File: config.mk
export PLATFORM = sky130hd
export DESIGN_NAME = ufc_channel
export DESIGN_NICKNAME = d
export VERILOG_FILES = /design/src/core/ufc_channel.v /design/src/core/ufc_fifo.v
export VERILOG_INCLUDE_DIRS = /design/src /design/src/core
export SDC_FILE = /design/constraint.sdc
export NUM_CORES = 1
export LEC_CHECK = 0
export BUFFER_PORTS_ARGS = -buffer_cell sky130_fd_sc_hd__buf_2
export CORE_MARGIN = 2
export CORE_UTILIZATION = 34
export CTS_BUF_LIST = sky130_fd_sc_hd__clkbuf_4
export CTS_CLUSTER_SIZE = 24
export DETAILED_ROUTE_END_ITERATION = 12
export PLACE_DENSITY = 0.49
export SYNTH_ARGS = -nofsm -noshare
export SYNTH_HDL_FRONTEND = slang
export SYNTH_HIERARCHICAL = 1
export SYNTH_SLANG_ARGS = --single-unit
export TNS_END_PERCENT = 10
File: constraint.sdc
create_clock -name ref_clk -period 9.56 [get_ports ref_clk]
set_input_delay 1.912 -clock ref_clk [delete_from_list [all_inputs] [get_ports ref_clk]]
set_output_delay 1.912 -clock ref_clk [all_outputs]
set_load 0.05 [all_outputs]
File: src/core/ufc_consts.vh
// Constants for the UART channel register set and receiver timing
// How it works
// - Enhanced feature and flow characters reachable only when format control is 0xBF.
// - Divisor latches reachable only while format control bit 7 is set.
// - Transmit holding write loads bus data only when holding register empty, or FIFO not full.
// - Holding-empty flag set when holding register empty; FIFO mode means free space.
// - Each receive holding read returns oldest character and pops it.
// - Start edge counted on 16x ticks; sampled mid-bit, rejected if high.
// - Receive interrupt and source flag follow fill at or above trigger.
// - Data ready set on character into FIFO, cleared only when empty.
// - FIFOs on with mask bits 0-3 clear gives polled operation; here mask bits 5-7, with feature bit 4 set, still raise irq.
// - Line status reports errors 1-4, tx empty 5, all empty 6, fifo error 7.
// - Mask bit 1 raises transmitter-empty interrupt while holding empty.
// - Mask bit 2 raises line status interrupt per assembled character.
// - Mask bits 6 and 7 interrupt on RTS and CTS rising transitions.
// - Mask bit 4 sleep, bit 5 pause interrupt; all mask bits reset zero.
// - Feature bit 4 gates enhanced mask, source, fifo and modem bits.
// - FIFO control bit 0 enables FIFOs; other bits need it in same write.
// - FIFO control bits 1 and 2 flush that FIFO and self-clear.
// - FIFO control bit 3 selects ready mode 0 or 1.
// - Mode 0: tx ready low when holding empty, rx ready when data held.
// - Mode 1: tx ready low while space; tx interrupt below tx trigger.
// - Mode 1: rx interrupt at trigger; rx ready low from trigger until empty.
// - Ready summary gives rx ready D-A high nibble, tx low, by select pin.
// - Receive trigger codes 00-11 pick 8, 16, 56, 60; default 8.
`ifndef UFC_CONSTS_VH
`define UFC_CONSTS_VH
`define UFC_A_DATA    3'h0
`define UFC_A_MASK    3'h1
`define UFC_A_FIFO    3'h2
`define UFC_A_FMT     3'h3
`define UFC_A_MODEM   3'h4
`define UFC_A_LSTAT   3'h5
`define UFC_A_MSTAT   3'h6
`define UFC_A_SCRATCH 3'h7
`define UFC_A_FEAT    3'h2
`define UFC_A_RES_LO  3'h4
`define UFC_A_RES_HI  3'h5
`define UFC_A_PAU_LO  3'h6
`define UFC_A_PAU_HI  3'h7
`define UFC_ENH_KEY   8'hBF
`define UFC_DLAB_BIT  7
`define UFC_FEAT_ENH  4
`define UFC_RST_REG   8'h00
`define UFC_RST_SCR   8'hFF
`define UFC_RST_DIV   16'h0001
`define UFC_TRIG_8    7'h08
`define UFC_TRIG_16   7'h10
`define UFC_TRIG_32   7'h20
`define UFC_TRIG_56   7'h38
`define UFC_TRIG_60   7'h3C
`define UFC_TICKS_BIT 4'hF
`define UFC_START_MID 4'h7
`define UFC_DATA_BITS 3'h7
`define UFC_ISR_NONE  6'h01
`define UFC_ISR_LINE  6'h06
`define UFC_ISR_RXD   6'h04
`define UFC_ISR_TXE   6'h02
`define UFC_ISR_PAUSE 6'h10
`define UFC_ISR_FLOW  6'h20
`endif

File: src/core/ufc_channel.v
// One UART channel: host registers, FIFOs, serial engines, ready pins
`timescale 1ns/1ps
`include "ufc_consts.vh"
module ufc_channel #(
  parameter DEPTH = 64,
  parameter AW    = 6
) (
  // Clock and reset
  input  wire       ref_clk,
  input  wire       resetn,
  // Host bus
  input  wire       cs_n,
  input  wire       rd_n,
  input  wire       wr_n,
  input  wire [2:0] addr,
  input  wire [7:0] wdata,
  output wire [7:0] rdata,
  input  wire       ready_summary_select_n,
  input  wire [2:0] peer_rx_ready_n,
  input  wire [2:0] peer_tx_ready_n,
  // Serial and modem
  input  wire       rx,
  output wire       tx,
  input  wire       cts_n,
  output wire       rts_n,
  output wire       dtr_n,
  // Status pins
  output wire       irq,
  output wire       tx_ready_n,
  output wire       rx_ready_n,
  output wire       sleep_en
);
  localparam [3:0] S_IDLE = 4'h1, S_START = 4'h2, S_DATA = 4'h4, S_STOP = 4'h8;
  localparam [AW:0] ZERO = 0;
  reg [7:0]  rdata_ff, interrupt_mask_ff, line_format_control_ff;
  reg [7:0]  modem_control_ff, scratch_ff, enhanced_feature_control_ff;
  reg [7:0]  resume_char_low_ff, resume_char_high_ff;
  reg [7:0]  pause_char_low_ff, pause_char_high_ff;
  reg [15:0] div_ff;
  reg        fifo_en_ff, dma_mode_ff, rx_flush_ff, tx_flush_ff;
  reg [1:0]  rx_trig_ff, tx_trig_ff;
  reg        overrun_ff, line_int_ff, rts_int_ff, cts_int_ff, pause_int_ff;
  reg        rts_prev_ff, cts_prev_ff, rx_dma_ff;
  reg [6:0]  err_cnt_ff;
  reg [15:0] baud_ff;
  reg [3:0]  ts_ff, rs_ff;
  reg [3:0]  tt_ff, rt_ff;
  reg [2:0]  tb_ff, rb_ff;
  reg [7:0]  tx_shift_stage_ff, rx_shift_stage_ff;
  reg        tx_ff, rx_prev_ff;
  // Access decode
  wire wr  = ~cs_n & ~wr_n;
  wire rd  = ~cs_n & ~rd_n;
  wire enh = line_format_control_ff == `UFC_ENH_KEY;
  wire dla = line_format_control_ff[`UFC_DLAB_BIT] & ~enh;
  wire efe = enhanced_feature_control_ff[`UFC_FEAT_ENH];
  wire gen = ~enh & ~dla;
  // FIFO wires
  wire        txf_rdy, txf_val, rxf_rdy, rxf_val;
  wire [7:0]  txf_dat;
  wire [10:0] rxf_dat;
  wire [AW:0] txf_cnt, rxf_cnt;
  wire        thr_wr = wr & gen & (addr == `UFC_A_DATA);
  wire        rhr_rd = rd & gen & (addr == `UFC_A_DATA);
  wire        tx_take;
  wire        rx_push;
  wire [10:0] rx_word;
  ufc_fifo #(.W(8), .D(DEPTH), .AW(AW)) u_txf (
    .ref_clk   (ref_clk),
    .resetn    (resetn),
    .flush     (tx_flush_ff),
    .one_deep  (~fifo_en_ff),
    .in_valid  (thr_wr),
    .in_ready  (txf_rdy),
    .in_data   (wdata),
    .out_valid (txf_val),
    .out_ready (tx_take),
    .out_data  (txf_dat),
    .count     (txf_cnt)
  );
  ufc_fifo #(.W(11), .D(DEPTH), .AW(AW)) u_rxf (
    .ref_clk   (ref_clk),
    .resetn    (resetn),
    .flush     (rx_flush_ff),
    .one_deep  (~fifo_en_ff),
    .in_valid  (rx_push),
    .in_ready  (rxf_rdy),
    .in_data   (rx_word),
    .out_valid (rxf_val),
    .out_ready (rhr_rd),
    .out_data  (rxf_dat),
    .count     (rxf_cnt)
  );
  // Trigger levels
  reg [6:0] rx_lvl, tx_lvl;
  always @* begin
    case (rx_trig_ff)
      2'h0:    rx_lvl = `UFC_TRIG_8;
      2'h1:    rx_lvl = `UFC_TRIG_16;
      2'h2:    rx_lvl = `UFC_TRIG_56;
      default: rx_lvl = `UFC_TRIG_60;
    endcase
    case (tx_trig_ff)
      2'h0:    tx_lvl = `UFC_TRIG_8;
      2'h1:    tx_lvl = `UFC_TRIG_16;
      2'h2:    tx_lvl = `UFC_TRIG_32;
      default: tx_lvl = `UFC_TRIG_56;
    endcase
  end
  // Baud tick: divisor zero behaves as one
  wire tick = (baud_ff <= 16'h0001);
  always @(posedge ref_clk or negedge resetn) begin
    if (!resetn)
      baud_ff <= `UFC_RST_DIV;
    else if (tick)
      baud_ff <= div_ff;
    else
      baud_ff <= baud_ff - 16'h0001;
  end
  // Transmitter, fixed eight data bits and one stop bit
  assign tx_take = (ts_ff == S_IDLE) & txf_val;
  always @(posedge ref_clk or negedge resetn) begin
    if (!resetn) begin
      ts_ff <= S_IDLE;
      tt_ff <= 4'h0;
      tb_ff <= 3'h0;
      tx_shift_stage_ff <= 8'h00;
      tx_ff <= 1'b1;
    end else begin
      case (ts_ff)
        S_IDLE: begin
          tx_ff <= 1'b1;
          if (txf_val) begin
            tx_shift_stage_ff <= txf_dat;
            ts_ff <= S_START;
            tt_ff <= 4'h0;
          end
        end
        S_START: begin
          tx_ff <= 1'b0;
          if (tick) begin
            tt_ff <= tt_ff + 4'h1;
            if (tt_ff == `UFC_TICKS_BIT) begin
              ts_ff <= S_DATA;
              tb_ff <= 3'h0;
              tx_ff <= tx_shift_stage_ff[0];
            end
          end
        end
        S_DATA: begin
          tx_ff <= tx_shift_stage_ff[0];
          if (tick) begin
            tt_ff <= tt_ff + 4'h1;
            if (tt_ff == `UFC_TICKS_BIT) begin
              tx_shift_stage_ff <= {1'b0, tx_shift_stage_ff[7:1]};
              tb_ff <= tb_ff + 3'h1;
              if (tb_ff == `UFC_DATA_BITS)
                ts_ff <= S_STOP;
            end
          end
        end
        S_STOP: begin
          tx_ff <= 1'b1;
          if (tick) begin
            tt_ff <= tt_ff + 4'h1;
            if (tt_ff == `UFC_TICKS_BIT)
              ts_ff <= S_IDLE;
          end
        end
        default: ts_ff <= S_IDLE;
      endcase
    end
  end
  // Receiver; stop-bit time rounds to the sample point
  wire rx_done = (rs_ff == S_STOP) & tick & (rt_ff == `UFC_TICKS_BIT);
  wire brk     = ~rx & (rx_shift_stage_ff == 8'h00);
  assign rx_word = {brk, ~rx, 1'b0, rx_shift_stage_ff};
  assign rx_push = rx_done;
  always @(posedge ref_clk or negedge resetn) begin
    if (!resetn) begin
      rs_ff <= S_IDLE;
      rt_ff <= 4'h0;
      rb_ff <= 3'h0;
      rx_shift_stage_ff <= 8'h00;
      rx_prev_ff <= 1'b1;
    end else begin
      rx_prev_ff <= rx;
      case (rs_ff)
        S_IDLE: begin
          rt_ff <= 4'h0;
          if (rx_prev_ff & ~rx)
            rs_ff <= S_START;
        end
        S_START: if (tick) begin
          rt_ff <= rt_ff + 4'h1;
          if (rt_ff == `UFC_START_MID) begin
            rt_ff <= 4'h0;
            rb_ff <= 3'h0;
            rs_ff <= rx ? S_IDLE : S_DATA;
          end
        end
        S_DATA: if (tick) begin
          rt_ff <= rt_ff + 4'h1;
          if (rt_ff == `UFC_TICKS_BIT) begin
            rx_shift_stage_ff <= {rx, rx_shift_stage_ff[7:1]};
            rb_ff <= rb_ff + 3'h1;
            if (rb_ff == `UFC_DATA_BITS)
              rs_ff <= S_STOP;
          end
        end
        S_STOP: if (tick) begin
          rt_ff <= rt_ff + 4'h1;
          if (rt_ff == `UFC_TICKS_BIT)
            rs_ff <= S_IDLE;
        end
        default: rs_ff <= S_IDLE;
      endcase
    end
  end
  // Status terms
  wire rx_err_in  = rx_push & rxf_rdy & (rx_word[10] | rx_word[9]);
  wire rx_err_out = rhr_rd & rxf_val & (rxf_dat[10] | rxf_dat[9]);
  wire thr_empty  = fifo_en_ff ? txf_rdy : ~txf_val;
  wire all_empty  = ~txf_val & (ts_ff == S_IDLE);
  wire [7:0] lstat = {err_cnt_ff != 7'h00, all_empty, thr_empty,
                      rxf_val & rxf_dat[10], rxf_val & rxf_dat[9],
                      rxf_val & rxf_dat[8], overrun_ff, rxf_val};
  wire rx_trig  = fifo_en_ff ? (rxf_cnt >= rx_lvl) : rxf_val;
  wire tx_low   = (fifo_en_ff & dma_mode_ff) ?
                  (txf_cnt < tx_lvl) : thr_empty;
  // Interrupt sources; mask bits 0-3 and 5-7 all clear means polled use only
  wire i_line  = interrupt_mask_ff[2] & line_int_ff;
  wire i_rxd   = interrupt_mask_ff[0] & rx_trig;
  wire i_txe   = interrupt_mask_ff[1] & tx_low;
  wire i_pause = efe & interrupt_mask_ff[5] & pause_int_ff;
  wire i_flow  = efe & ((interrupt_mask_ff[6] & rts_int_ff) |
                        (interrupt_mask_ff[7] & cts_int_ff));
  reg [5:0] isr_code;
  always @* begin
    if (i_line)
      isr_code = `UFC_ISR_LINE;
    else if (i_rxd)
      isr_code = `UFC_ISR_RXD;
    else if (i_txe)
      isr_code = `UFC_ISR_TXE;
    else if (i_pause)
      isr_code = `UFC_ISR_PAUSE;
    else if (i_flow)
      isr_code = `UFC_ISR_FLOW;
    else
      isr_code = `UFC_ISR_NONE;
  end
  wire isr_rd = rd & ~dla & ~enh & (addr == `UFC_A_FIFO);
  wire lsr_rd = rd & gen & (addr == `UFC_A_LSTAT);
  // Read mux, captured into a register
  reg [7:0] rmux;
  always @* begin
    rmux = 8'h00;
    if (enh) begin
      case (addr)
        `UFC_A_FEAT:   rmux = enhanced_feature_control_ff;
        `UFC_A_RES_LO: rmux = resume_char_low_ff;
        `UFC_A_RES_HI: rmux = resume_char_high_ff;
        `UFC_A_PAU_LO: rmux = pause_char_low_ff;
        `UFC_A_PAU_HI: rmux = pause_char_high_ff;
        `UFC_A_FMT:    rmux = line_format_control_ff;
        default:       rmux = 8'h00;
      endcase
    end else if (dla && addr == `UFC_A_DATA)
      rmux = div_ff[7:0];
    else if (dla && addr == `UFC_A_MASK)
      rmux = div_ff[15:8];
    else begin
      case (addr)
        `UFC_A_DATA:    rmux = rxf_dat[7:0];
        `UFC_A_MASK:    rmux = interrupt_mask_ff;
        `UFC_A_FIFO:    rmux = {fifo_en_ff, fifo_en_ff,
                                efe ? isr_code[5:4] : 2'b00,
                                isr_code[3:0]};
        `UFC_A_FMT:     rmux = line_format_control_ff;
        `UFC_A_MODEM:   rmux = modem_control_ff;
        `UFC_A_LSTAT:   rmux = lstat;
        `UFC_A_MSTAT:   rmux = {3'b000, ~cts_n, 4'h0};
        `UFC_A_SCRATCH: rmux = scratch_ff;
        default:        rmux = 8'h00;
      endcase
    end
    if (~ready_summary_select_n)
      rmux = {peer_rx_ready_n, rx_ready_n,
              peer_tx_ready_n, tx_ready_n};
  end
  always @(posedge ref_clk or negedge resetn) begin
    if (!resetn)
      rdata_ff <= 8'h00;
    else if (rd | (~ready_summary_select_n & ~rd_n))
      rdata_ff <= rmux;
  end
  // Register writes
  wire fcr_wr = wr & gen & (addr == `UFC_A_FIFO);
  always @(posedge ref_clk or negedge resetn) begin
    if (!resetn) begin
      interrupt_mask_ff      <= `UFC_RST_REG;
      line_format_control_ff <= `UFC_RST_REG;
      modem_control_ff       <= `UFC_RST_REG;
      scratch_ff             <= `UFC_RST_SCR;
      enhanced_feature_control_ff <= `UFC_RST_REG;
      resume_char_low_ff  <= `UFC_RST_REG;
      resume_char_high_ff <= `UFC_RST_REG;
      pause_char_low_ff   <= `UFC_RST_REG;
      pause_char_high_ff  <= `UFC_RST_REG;
      div_ff      <= `UFC_RST_DIV;
      fifo_en_ff  <= 1'b0;
      dma_mode_ff <= 1'b0;
      rx_trig_ff  <= 2'h0;
      tx_trig_ff  <= 2'h0;
      rx_flush_ff <= 1'b0;
      tx_flush_ff <= 1'b0;
    end else begin
      rx_flush_ff <= 1'b0;
      tx_flush_ff <= 1'b0;
      if (wr && addr == `UFC_A_FMT)
        line_format_control_ff <= wdata;
      if (wr && enh) begin
        case (addr)
          `UFC_A_FEAT:   enhanced_feature_control_ff <= wdata;
          `UFC_A_RES_LO: resume_char_low_ff  <= wdata;
          `UFC_A_RES_HI: resume_char_high_ff <= wdata;
          `UFC_A_PAU_LO: pause_char_low_ff   <= wdata;
          `UFC_A_PAU_HI: pause_char_high_ff  <= wdata;
          default: ;
        endcase
      end
      if (wr && dla && addr == `UFC_A_DATA)
        div_ff[7:0] <= wdata;
      if (wr && dla && addr == `UFC_A_MASK)
        div_ff[15:8] <= wdata;
      if (wr && gen && addr == `UFC_A_MASK) begin
        interrupt_mask_ff[3:0] <= wdata[3:0];
        if (efe)
          interrupt_mask_ff[7:4] <= wdata[7:4];
      end
      if (wr && gen && addr == `UFC_A_MODEM) begin
        modem_control_ff[4:0] <= wdata[4:0];
        if (efe)
          modem_control_ff[7:5] <= wdata[7:5];
      end
      if (wr && gen && addr == `UFC_A_SCRATCH)
        scratch_ff <= wdata;
      if (fcr_wr) begin
        fifo_en_ff <= wdata[0];
        // Enable change flushes; flush bits count only with bit 0 set
        rx_flush_ff <= wdata[0] ^ fifo_en_ff;
        tx_flush_ff <= wdata[0] ^ fifo_en_ff;
        if (wdata[0]) begin
          rx_flush_ff <= wdata[1] | ~fifo_en_ff;
          tx_flush_ff <= wdata[2] | ~fifo_en_ff;
          dma_mode_ff <= wdata[3];
          rx_trig_ff  <= wdata[7:6];
          if (efe)
            tx_trig_ff <= wdata[5:4];
        end
      end
    end
  end
  // Sticky events: a set in the clearing cycle wins
  wire rts_lvl = modem_control_ff[1];
  wire pause_hit  = rx_push & (rx_word[7:0] == pause_char_low_ff);
  wire resume_hit = rx_push & (rx_word[7:0] == resume_char_low_ff);
  always @(posedge ref_clk or negedge resetn) begin
    if (!resetn) begin
      overrun_ff   <= 1'b0;
      line_int_ff  <= 1'b0;
      rts_int_ff   <= 1'b0;
      cts_int_ff   <= 1'b0;
      pause_int_ff <= 1'b0;
      rts_prev_ff  <= 1'b1;
      cts_prev_ff  <= 1'b1;
      err_cnt_ff   <= 7'h00;
      rx_dma_ff    <= 1'b0;
    end else begin
      rts_prev_ff <= rts_lvl;
      cts_prev_ff <= ~cts_n;
      if (rx_push & ~rxf_rdy)
        overrun_ff <= 1'b1;
      else if (lsr_rd)
        overrun_ff <= 1'b0;
      if (rx_push)
        line_int_ff <= 1'b1;
      else if (lsr_rd)
        line_int_ff <= 1'b0;
      if (~rts_prev_ff & rts_lvl)
        rts_int_ff <= 1'b1;
      else if (isr_rd)
        rts_int_ff <= 1'b0;
      if (~cts_prev_ff & ~cts_n)
        cts_int_ff <= 1'b1;
      else if (isr_rd)
        cts_int_ff <= 1'b0;
      if (pause_hit)
        pause_int_ff <= 1'b1;
      else if (resume_hit)
        pause_int_ff <= 1'b0;
      if (rx_flush_ff)
        err_cnt_ff <= 7'h00;
      else if (rx_err_in & ~rx_err_out)
        err_cnt_ff <= err_cnt_ff + 7'h01;
      else if (rx_err_out & ~rx_err_in)
        err_cnt_ff <= err_cnt_ff - 7'h01;
      if (rxf_cnt >= rx_lvl)
        rx_dma_ff <= 1'b1;
      else if (rxf_cnt == ZERO)
        rx_dma_ff <= 1'b0;
    end
  end
  // Outputs
  wire mode1 = fifo_en_ff & dma_mode_ff;
  assign tx_ready_n = mode1 ? ~txf_rdy : txf_val;
  assign rx_ready_n = mode1 ? ~rx_dma_ff : ~rxf_val;
  assign irq      = i_line | i_rxd | i_txe | i_pause | i_flow;
  assign rdata    = rdata_ff;
  assign tx       = tx_ff;
  assign rts_n    = ~rts_lvl;
  assign dtr_n    = ~modem_control_ff[0];
  assign sleep_en = efe & interrupt_mask_ff[4];
endmodule // ufc_channel

File: src/core/ufc_fifo.v
// Flip-flop FIFO with valid/ready on both sides, flush and fill count
`timescale 1ns/1ps
module ufc_fifo #(
  parameter W  = 8,
  parameter D  = 64,
  parameter AW = 6
) (
  // Clock and reset
  input  wire          ref_clk,
  input  wire          resetn,
  // Control
  input  wire          flush,
  input  wire          one_deep,
  // Fill side
  input  wire          in_valid,
  output wire          in_ready,
  input  wire [W-1:0]  in_data,
  // Drain side
  output wire          out_valid,
  input  wire          out_ready,
  output wire [W-1:0]  out_data,
  output wire [AW:0]   count
);
  reg [W-1:0]  mem_ff [0:D-1];
  reg [AW-1:0] wr_ff;
  reg [AW-1:0] rd_ff;
  reg [AW:0]   cnt_ff;
  wire push = in_valid & in_ready;
  wire pop  = out_valid & out_ready;
  localparam [AW:0] FULL = D;
  localparam [AW:0] ONE  = 1;
  // One-deep mode stands in for a lone holding register
  assign in_ready  = one_deep ? (cnt_ff == {(AW+1){1'b0}}) : (cnt_ff != FULL);
  assign out_valid = cnt_ff != {(AW+1){1'b0}};
  assign out_data  = mem_ff[rd_ff];
  assign count     = cnt_ff;
  always @(posedge ref_clk) begin
    if (push)
      mem_ff[wr_ff] <= in_data;
  end
  always @(posedge ref_clk or negedge resetn) begin
    if (!resetn) begin
      wr_ff  <= {AW{1'b0}};
      rd_ff  <= {AW{1'b0}};
      cnt_ff <= {(AW+1){1'b0}};
    end else if (flush) begin
      wr_ff  <= {AW{1'b0}};
      rd_ff  <= {AW{1'b0}};
      cnt_ff <= {(AW+1){1'b0}};
    end else begin
      if (push)
        wr_ff <= wr_ff + ONE[AW-1:0];
      if (pop)
        rd_ff <= rd_ff + ONE[AW-1:0];
      if (push & ~pop)
        cnt_ff <= cnt_ff + ONE;
      else if (pop & ~push)
        cnt_ff <= cnt_ff - ONE;
    end
  end
endmodule // ufc_fifo

* Word-level counts from Yosys, hierarchy flattened *
Memories as Yosys holds them, arrays and structs flattened.
Cells that the tools add are included.

cells by class
  equal/unequal tests = 47
  bitwise operators = 85
  reduce and logical (&&, ||, !) cells = 59
  mux-type cells = 100
  $add $sub $neg = 15
  $lt $le $gt $ge = 3

operator list
  cell                                                                                number
  4-bit two-way mux                                                                   21
  6-bit two-way mux                                                                   13
  8-bit case mux with 8 select lines                                                  1
  7-bit two-way mux                                                                   9
  8-bit two-way mux                                                                   7
  1-bit bitwise AND                                                                   49
  8-bit case mux with 6 select lines                                                  1
  6-bit case mux with 3 select lines                                                  2
  4-bit case mux with 4 select lines                                                  2
  2-bit != test (second input constant)                                               15
  2-bit nonzero test                                                                  14
  1-bit two-way mux                                                                   27
  3-bit two-way mux                                                                   9
  6-bit by 1-bit adder with 6-bit output (second input constant)                      4
  1-bit inverter                                                                      24
  7-bit by 1-bit adder with 7-bit output (second input constant)                      3
  7-bit nonzero test                                                                  3
  7-bit by 1-bit subtractor with 7-bit output (second input constant)                 3
  3-bit == test (second input constant)                                               6
  4-bit == test (second input constant)                                               4
  8-bit == test                                                                       2
  16-bit by 1-bit less-or-equal comparator with 1-bit output (second input constant)  1
  16-bit two-way mux                                                                  1
  8-bit case mux with 2 select lines                                                  1
  other kinds (36)                                                                    87

storage, ports and cells
  memories = 2
  flip-flop bits (word level) = 213
  input bits = 25
  logic and storage cells = 357
  memory bits (writable) = 1152
  output and inout port bits = 15

memories
  name          words  width  rd ports  clocked after memory_dff  wr ports  line           text
  u_rxf.mem_ff  64     10     1         0                         1         ufc_fifo.v:24  reg [W-1:0] mem_ff [0:D-1];
  u_txf.mem_ff  64     8      1         0                         1         ufc_fifo.v:24

* Depth between registers and ports, before layout *
Gate-level depths: netlist (run 1).

  depth after elaboration = 14
  depth in mapped cells = 19
  depth with buffers taken out = 16

* Hierarchy *
Netlist (run 1), hierarchy kept.

modules (own cells, without submodules)
  module             cells each  times used  area each (µm²)
  ufc_fifo at u_rxf  1385        1           28340.9
  ufc_fifo at u_txf  1075        1           21104.0
  ufc_channel        954         1           9684.3

* Least setup slack after synthesis (run 1) *
No wires, ideal clock.

  path type = input to register
  start point = input port rx
  end point = memory u_rxf/mem_ff[0][10] (netlist name) (data pin)
  arrival = 5.443 ns
  cell stages on the path = 1
  buffers on the path = 0
  slack = 3.251 ns
  setup time = 0.865 ns
  path through = nor4_1

RTL lines
  what             line              text
  start, declared  ufc_channel.v:22  input wire rx,
  end, declared    ufc_fifo.v:24

* Worst setup path in the final report (run 1) *
  start point = register u_txf.cnt_ff[0] (netlist: u_txf/count[0])
  end point = output port irq

on the way
  longest elaborated chain between the ends = 8
  elaborated cells between the ends (all ways) = 12

RTL lines
  what                           line               text
  start, declared                ufc_fifo.v:27      reg [AW:0] cnt_ff;
  start signal, assigned         ufc_fifo.v:45      cnt_ff <= {(AW+1){1'b0}};
  start signal, assigned         ufc_fifo.v:49      cnt_ff <= {(AW+1){1'b0}};
  start signal, assigned         ufc_fifo.v:56      cnt_ff <= cnt_ff + ONE;
  7-bit nonzero test             ufc_fifo.v:34      assign out_valid = cnt_ff != {(AW+1){1'b0}};
  named net txf_val              ufc_channel.v:59   wire txf_rdy, txf_val, rxf_rdy, rxf_val;
  1-bit inverter                 ufc_channel.v:223  wire thr_empty = fifo_en_ff ? txf_rdy : ~txf_val;
  1-bit two-way mux              ufc_channel.v:223
  1-bit two-way mux              ufc_channel.v:229  wire tx_low = (fifo_en_ff & dma_mode_ff) ?
  1-bit bitwise AND              ufc_channel.v:234  wire i_txe = interrupt_mask_ff[1] & tx_low;
  1-bit bitwise OR (3 in a row)  ufc_channel.v:419  assign irq = i_line | i_rxd | i_txe | i_pause | i_flow;
  end, declared                  ufc_channel.v:28   output wire irq,

The timed path passes the listed nets, and every way through them passes these cells.

==> run_results.csv, run 1 <==
group,metric,value,unit
floorplanning,ios,40,
floorplanning,rows,153,
worst_setup_path,max_stage_delay,530,ps
synthesis,synthCells,3414,
route,drt.antenna.violating_nets,0,
route,wl,162000,µm
placement,place_inst,5758,
synthesis,synth_area_leaders,"edfxtp_1 62%, mux4_2 9.5%, dfrtp_1 8.3%",
worst_hold_path,hold_class,"register to register",
synthesis,synth_edf_count,1216,
synthesis,async_flop_share,0.149,
timing,timing.hold.ws,413,ps
timing,setup_viol,0,
final_layout,drive_above_1_share,0.290,
synthesis,synth_area_leader_cell,"edfxtp_1",
synthesis,synth_top_area_share,0.618,
worst_setup_path,cp_cell_sequence,"nor4_4 -> nand2_1 -> nor2_1 -> inv_1 -> nor2_1 -> o21ai_0 -> a21boi_0 -> nor3b_1 -> nand2_1 -> buf_2",
synthesis,synth_ff_type,"edfxtp_1",
route,first_pass_iters,6,
worst_setup_path,critPathKind,"register to output pin",
synthesis,ys_ff_latch,1429,
cts,root_buffer,"clkbuf_4",
final_layout,fillers,16181,
job,max_cap_violations,0,
timing,min_period,6080,ps
worst_setup_path,r2r_start,"u_rxf/rd_ff[1]",
cts,htreeDepth,5,
placement,place.gp.congestion,0.877,
route,drtIter0Drc,2471,
cts,post_cts.repair.setup_buffers,0,
grt,grt-ovfl-total,0,
route,routedWlPerCell,25.4,µm
synthesis,synthDistinctLibCells,101,
grt,grt_max_degree,102,
placement,post-dp-hpwl,98700,µm
grt,grt_pass1_vias,34091,
timing,maxClockFrequency,0.164,GHz
worst_setup_path,slowest_stage,"a21boi_0",
placement,io_buffers,39,
cts,clock_latency,1330,ps
worst_setup_path,crit_fanout,5,
floorplanning,die_w,421,µm
synthesis,seq_area_frac_synth,0.708,
synthesis,synth_area_per_cell,17.3,µm²
power_and_ir_drop,p_leak,21.6,nW
cts,clk_path_buf_depth,4,
route,vias_per_cell,5.21,
synthesis,yosysWarnings,6,
worst_setup_path,worst_ep_required_time,7650,ps
cts,clk_pin_slew_worst_paths,70,ps
cts,numCtsBuffers,374,
route,vias,33250,
timing,fin_crit_sh,0.636,
worst_setup_path,critPathTopFamily,"simple AND/OR/NAND/NOR gates",
timing,maxSlewHeadroom,0.161,
final_layout,nNetsFinal,3875,
final_layout,final_cells,6387,
cts,ctsResizeCount,0,
route,route.detailed.drc,0,
timing,max_slew.worst_pin.slew,1250,ps
floorplanning,die_height,421,µm
worst_setup_path,cp-end-kind,"output pin",
floorplanning,core_area,0.173,mm²
status,status,"finished clean",
worst_setup_path,cp.arrival,4170,ps
cts,cts_tree,"yes",
grt,grt_pass1_wl,239000,µm
power_and_ir_drop,power.density,218,mW/mm²
power_and_ir_drop,ir_worst_vdd,0.123,mV
worst_setup_path,cp_num_buf_inv,2,
worst_hold_path,min_from,"modem_control_ff[1]",
cts,hold_buffers,0,
synthesis,synth.cell_area,0.0591,mm²
final_layout,syn_to_final_growth,13.2,%
grt,antenna_found_initial,2,
cts,cts_sinks,1429,
worst_setup_path,cp-start-kind,"register",
timing,timing.final.hold_violations,0,
worst_setup_path,startpoint,"u_txf/count[0]",
timing,slew_violations,0,
grt,grtUsageTotal,0.182,
timing,skew,84.1,ps
timing,grt_setup_unrepaired,"false",
floorplanning,initial_core_util,0.341,
timing,tns,0,ps
floorplanning,die-area,0.177,mm²
final timing paths:
path	endpoint	slack (ps)	cells past startpoint
setup reg to reg	err_cnt_ff[6]	3500	15
hold reg to reg	rts_prev_ff	410	0
max in group asynchronous	rx_shift_stage_ff[3]	7370	2
setup / recovery	irq	3480	10
min in group asynchronous	tx_shift_stage_ff[5]	700	1
hold / removal	rts_prev_ff	410	0
layer usage:
metal | part of all wire | global-route usage | routed length [µm] | vias up
met5 | 0 | 0 | 0 | -
met4 | 0.024 | 0.0583 | 3810 | 0
met3 | 0.054 | 0.0357 | 8710 | 264
met2 | 0.48 | 0.290 | 77500 | 1074
met1 | 0.44 | 0.251 | 71900 | 17350
li1 | - | - | - | 14562
flip-flops by register name (all words and copies together), names as in the netlist, 8 cells and up:
register / count
div_ff: 16
tx_shift_stage_ff: 8
u_rxf/mem_ff: 704
interrupt_mask_ff: 8
pause_char_low_ff: 8
baud_ff: 16
pause_char_high_ff: 8
resume_char_low_ff: 8
enhanced_feature_control_ff: 8
line_format_control_ff: 8
rdata: 8
modem_control_ff: 8
u_txf/mem_ff: 512
resume_char_high_ff: 8
scratch_ff: 8
rx_shift_stage_ff: 8
logic make-up after synthesis:
group | after synthesis | synth area share
muxes | 552 | 0.149
buffers and inverters | 236 | 0.0174
and+or+nand+nor | 624 | 0.0521
adders and majority gates | 41 | 0.00906
AOI/OAI and AO/OA | 470 | 0.0550
other | 1 | 0.0000634
DFF | 1429 | 0.708
xor gates and xnor gates | 61 | 0.00916
synthesized netlist by cell type (all sizes together) (23+ instances only):
master / count
edfxtp: 1216
nor2: 267
mux4: 250
dfrtp: 197
mux2i: 164
mux2: 138
nand2: 127
clkbuf: 104
buf: 88
a21oi: 87
o21ai: 76
o22ai: 58
inv: 42
ha: 38
nand3: 35
xor2: 34
a31oi: 31
nor3: 29
a211oi: 27
xnor2: 27
a22o: 24
a22oi: 23
where the power goes:
part / total, mW / switching [mW] / internal [mW]
clock: 5.07 / 2.44 / 2.63
combinational: 2.32 / 1.34 / 0.976
sequential: 7.19 / 0.292 / 6.90
total: 14.6 / 4.08 / 10.5
stage by stage:
step | total power, mW | area (µm²) | utilization | worst slack [ps]
6_report | 14.6 | 66900 | 0.386 | 3480
5_1_grt | 15.3 | 66900 | 0.386 | 3100
4_1_cts | 14.8 | 66900 | 0.386 | 3340
3_5_place_dp | 9.65 | 62500 | 0.361 | 3620
3_3_place_gp | 9.65 | 62500 | 0.361 | 3620
2_1_floorplan | 8.84 | 59400 | - | 3250
layout by cell type, fill, tap and decap left out, types with 86 or more instances in the layout:
cell type and instances:
mux2_2 137, edfxtp_1 1216, mux2i_1 164, mux4_2 250, nor2_1 258, buf_4 108
nand2_1 124, a21oi_1 86, clkbuf_4 527, dfrtp_1 183
worst register-to-register path: cells and delay by family (launching register included):
kind                       cells  cell delay [ps]
buffers and inverters          2              770
DFF                            1              770
and+or+nand+nor                6             2300
AOI/OAI and AO/OA              6             1730
adders and majority gates      1              360
layout make-up:
cell class | count | area, µm² | area share
antenna | 6 | 15.0 | 0.000224
multi-input combinational | 1812 | 16500 | 0.246
tap | 2325 | 2910 | 0.0435
timing repair buffer | 148 | 1040 | 0.0155
inverter | 44 | 165 | 0.00247
clock buffer | 527 | 3960 | 0.0591
sequential | 1429 | 41900 | 0.626
clock inverter | 96 | 484 | 0.00723
(Power assumes the default switching activity.)
==> inputs of run 2 (changes only) <==
--- a/config.mk
+++ b/config.mk
@@ -12,7 +12,7 @@
 export CTS_BUF_LIST = sky130_fd_sc_hd__clkbuf_4
 export CTS_CLUSTER_SIZE = 24
 export DETAILED_ROUTE_END_ITERATION = 12
-export PLACE_DENSITY = 0.49
+export PLACE_DENSITY = 0.51
 export SYNTH_ARGS = -nofsm -noshare
 export SYNTH_HDL_FRONTEND = slang
 export SYNTH_HIERARCHICAL = 1
==> constraint.sdc (replaced) <==
create_clock -name ref_clk -period 4.9 [get_ports ref_clk]
set_input_delay 0.98 -clock ref_clk [delete_from_list [all_inputs] [get_ports ref_clk]]
set_output_delay 0.98 -clock ref_clk [all_outputs]
set_load 0.05 [all_outputs]
==> run 2 against run 1 <==
  * Critical path depth grew 6
  * Final cell count increased by 2.3%
  * Critical endpoint is now err_cnt_ff[6]
  * Combinational power grew 98%
  * Routed wire length shrank 2.3%
  * First-iteration DRC count grew 18%
  * Largest power group unchanged
  * Die area unchanged
  * Setup slack worse by 3400 ps
  * Worst hold slack got worse by 220 ps
==> run_results.csv, run 2 (synthesis gave the netlist of run 1 again) <==
group,metric,value,unit
worst_hold_path,hold_class,"input port to register",
worst_setup_path,crit_fanout,12,
final_layout,syn_to_final_growth,15.3,%
route,drtIter0Drc,2910,
placement,io_buffers,39,
cts,numCtsBuffers,375,
status,status,"finished clean",
power_and_ir_drop,swShare,0.278,
timing,timing.hold.ws,192,ps
placement,place_inst,5895,
worst_setup_path,cp-end-kind,"register",
timing,min_period,4790,ps
timing,setup_viol,0,
worst_setup_path,critPathKind,"register to register",
cts,cts_sinks,1429,
cts,root_buffer,"clkbuf_4",
job,max_cap_violations,0,
floorplanning,rows,153,
route,first_pass_iters,6,
grt,met3_usage,0.0349,
floorplanning,die_height,421,µm
route,drt.antenna.violating_nets,0,
floorplanning,die_w,421,µm
worst_setup_path,reg2reg_to,"err_cnt_ff[6]",
final_layout,top_regs,"u_rxf/mem_ff x704, u_txf/mem_ff x512",
floorplanning,initial_core_util,0.341,
power_and_ir_drop,p_leak,22.4,nW
worst_setup_path,r2r_slack,110,ps
cts,clock_latency,1290,ps
worst_setup_path,worst_ep_required_time,6100,ps
timing,grt_setup_unrepaired,"true",
final_layout,final_cells,6534,
timing,maxSlewHeadroom,0.123,
grt,antenna_found_initial,3,
cts,clk_pin_slew_worst_paths,80,ps
worst_setup_path,cp.arrival,5990,ps
floorplanning,ios,40,
final_layout,fillers,16065,
power_and_ir_drop,p_sw,7.93,mW
timing,max_slew.worst_pin.slew,1310,ps
route,vias_per_cell,5.16,
power_and_ir_drop,seqPwrFrac,0.492,
power_and_ir_drop,p_comb_frac,0.161,
power_and_ir_drop,cellInternalPower,20.6,mW
timing,fin_crit_sh,0.977,
final_layout,final_cell_mix,"1,216 x edfxtp_1, 547 x clkbuf_4, 258 x nor2_1, 250 x mux4_2, 246 x buf_4",
cts,clk_path_buf_depth,4,
timing,slew_violations,0,
worst_setup_path,startpoint,"u_rxf/rd_ff[0]",
grt,met2_usage,0.283,
timing,timing.final.hold_violations,0,
cts,cts_tree,"yes",
grt,grt_pass1_vias,34546,
power_and_ir_drop,clockPowerShare,0.347,
final_layout,top_register,"u_rxf/mem_ff",
floorplanning,core_area,0.173,mm²
final_layout,nNetsFinal,4028,
grt,grtUsageMet1,0.238,
grt,grt-busiest-layer,"met2",
worst_setup_path,rr_worst_depth,16,
placement,place.gp.congestion,0.894,
floorplanning,die-area,0.177,mm²
worst_setup_path,cp-start-kind,"register",
final_layout,largest_reg_flops,704,
timing,maxClockFrequency,0.209,GHz
timing,skew,105,ps
grt,grt-ovfl-total,0,
worst_setup_path,r2r_start,"u_rxf/rd_ff[0]",
worst_hold_path,holdPathStages,5,
placement,post-dp-hpwl,100000,µm
final_layout,final_common_cell,"edfxtp_1",
worst_hold_path,hold-path-endpoint,"rdata[5]",
route,routedWlPerCell,24.2,µm
route,vias,33745,
worst_hold_path,min_from,"peer_rx_ready_n[0]",
grt,grt_pass1_wl,234000,µm
power_and_ir_drop,power.density,419,mW/mm²
final_layout,drive_above_1_share,0.318,
grt,grtUsageTotal,0.178,
cts,htreeDepth,5,
route,wl,158000,µm
grt,grt_max_degree,100,
power_and_ir_drop,ir_worst_vdd,0.266,mV
route,route.detailed.drc,0,
## run 2: area by class of cell
cell class / count / area (µm²) / share of cell area
multi-input cells: 1812 / 16500 / 0.242
flip-flops and latches: 1429 / 41900 / 0.615
clock inverters: 73 / 335 / 0.00492
inverters: 44 / 168 / 0.00246
clock buffers: 547 / 4110 / 0.0602
diodes: 4 / 10.0 / 0.000147
well taps: 2325 / 2910 / 0.0427
repair buffers: 300 / 2240 / 0.0329
## run 2: stage by stage
step | setup TNS, ps | setup WS, ps | utilization | instance area (µm²) | power (mW)
floorplan | 0 | 451 | - | 59400 | 17.2
CTS | 0 | 0.636 | 0.393 | 68100 | 29.0
finish | 0 | 110 | 0.394 | 68200 | 28.6
global route | -16.9 | -16.9 | 0.394 | 68200 | 30.0
global placement | 0 | 105 | 0.367 | 63600 | 18.9
detailed placement | 0 | 88.0 | 0.367 | 63600 | 18.9
## run 2: how the worst max path moves through the flow
stage / cells past startpoint / slack, ps / to
finish: 16 / 110 / err_cnt_ff[6]
global route: 10 / -20 / irq
CTS: 10 / 0.6 / irq
detailed placement: 16 / 90 / err_cnt_ff[6]
global placement: 16 / 110 / err_cnt_ff[6]
floorplan: 19 / 450 / err_cnt_ff[6]
## run 2: metal layers
metal / wire (µm) / vias up / share of wire
li1: - / 14859 / -
met1: 68600 / 17513 / 0.43
met2: 75900 / 1081 / 0.48
met3: 8800 / 292 / 0.056
met4: 4970 / 0 / 0.031
met5: 0 / - / 0
## run 2: timing repair
| item | 4_1_cts | 5_1_grt |
|---|---|---|
| hold endpoints to repair | 105 | 0 |
| setup endpoints to repair | 1 | 2 |
| hold buffers | 9 | 0 |
| pin swaps | 1 | 3 |
| gates resized for setup | 7 | 6 |
| buffers inserted | 3 | 2 |
## run 2: critical path, cell delays in order, from the launching register on
cell and delay, ps:
dfrtp_4 600, buf_6 250, mux4_2 510, mux2_2 310
o21ba_2 210, a31oi_1 390, nor3_1 210, o211ai_4 200
nor3b_1 290, inv_1 170, ha_1 310, o21ai_0 170
a21oi_1 90, o21a_1 190, or4_4 480, and3b_1 190
nor3_2 130
## run 2: power by group through the flow
| stage | clock, mW | combinational (mW) | sequential [mW] |
|---|---|---|---|
| 5_1_grt | 10.9 | 4.96 | 14.1 |
| 3_3_place_gp | 0 | 4.60 | 14.3 |
| 6_report | 9.90 | 4.60 | 14.1 |
| 4_1_cts | 10.3 | 4.65 | 14.1 |
| 2_1_floorplan | 0 | 3.26 | 14.0 |
| 3_5_place_dp | 0 | 4.62 | 14.3 |
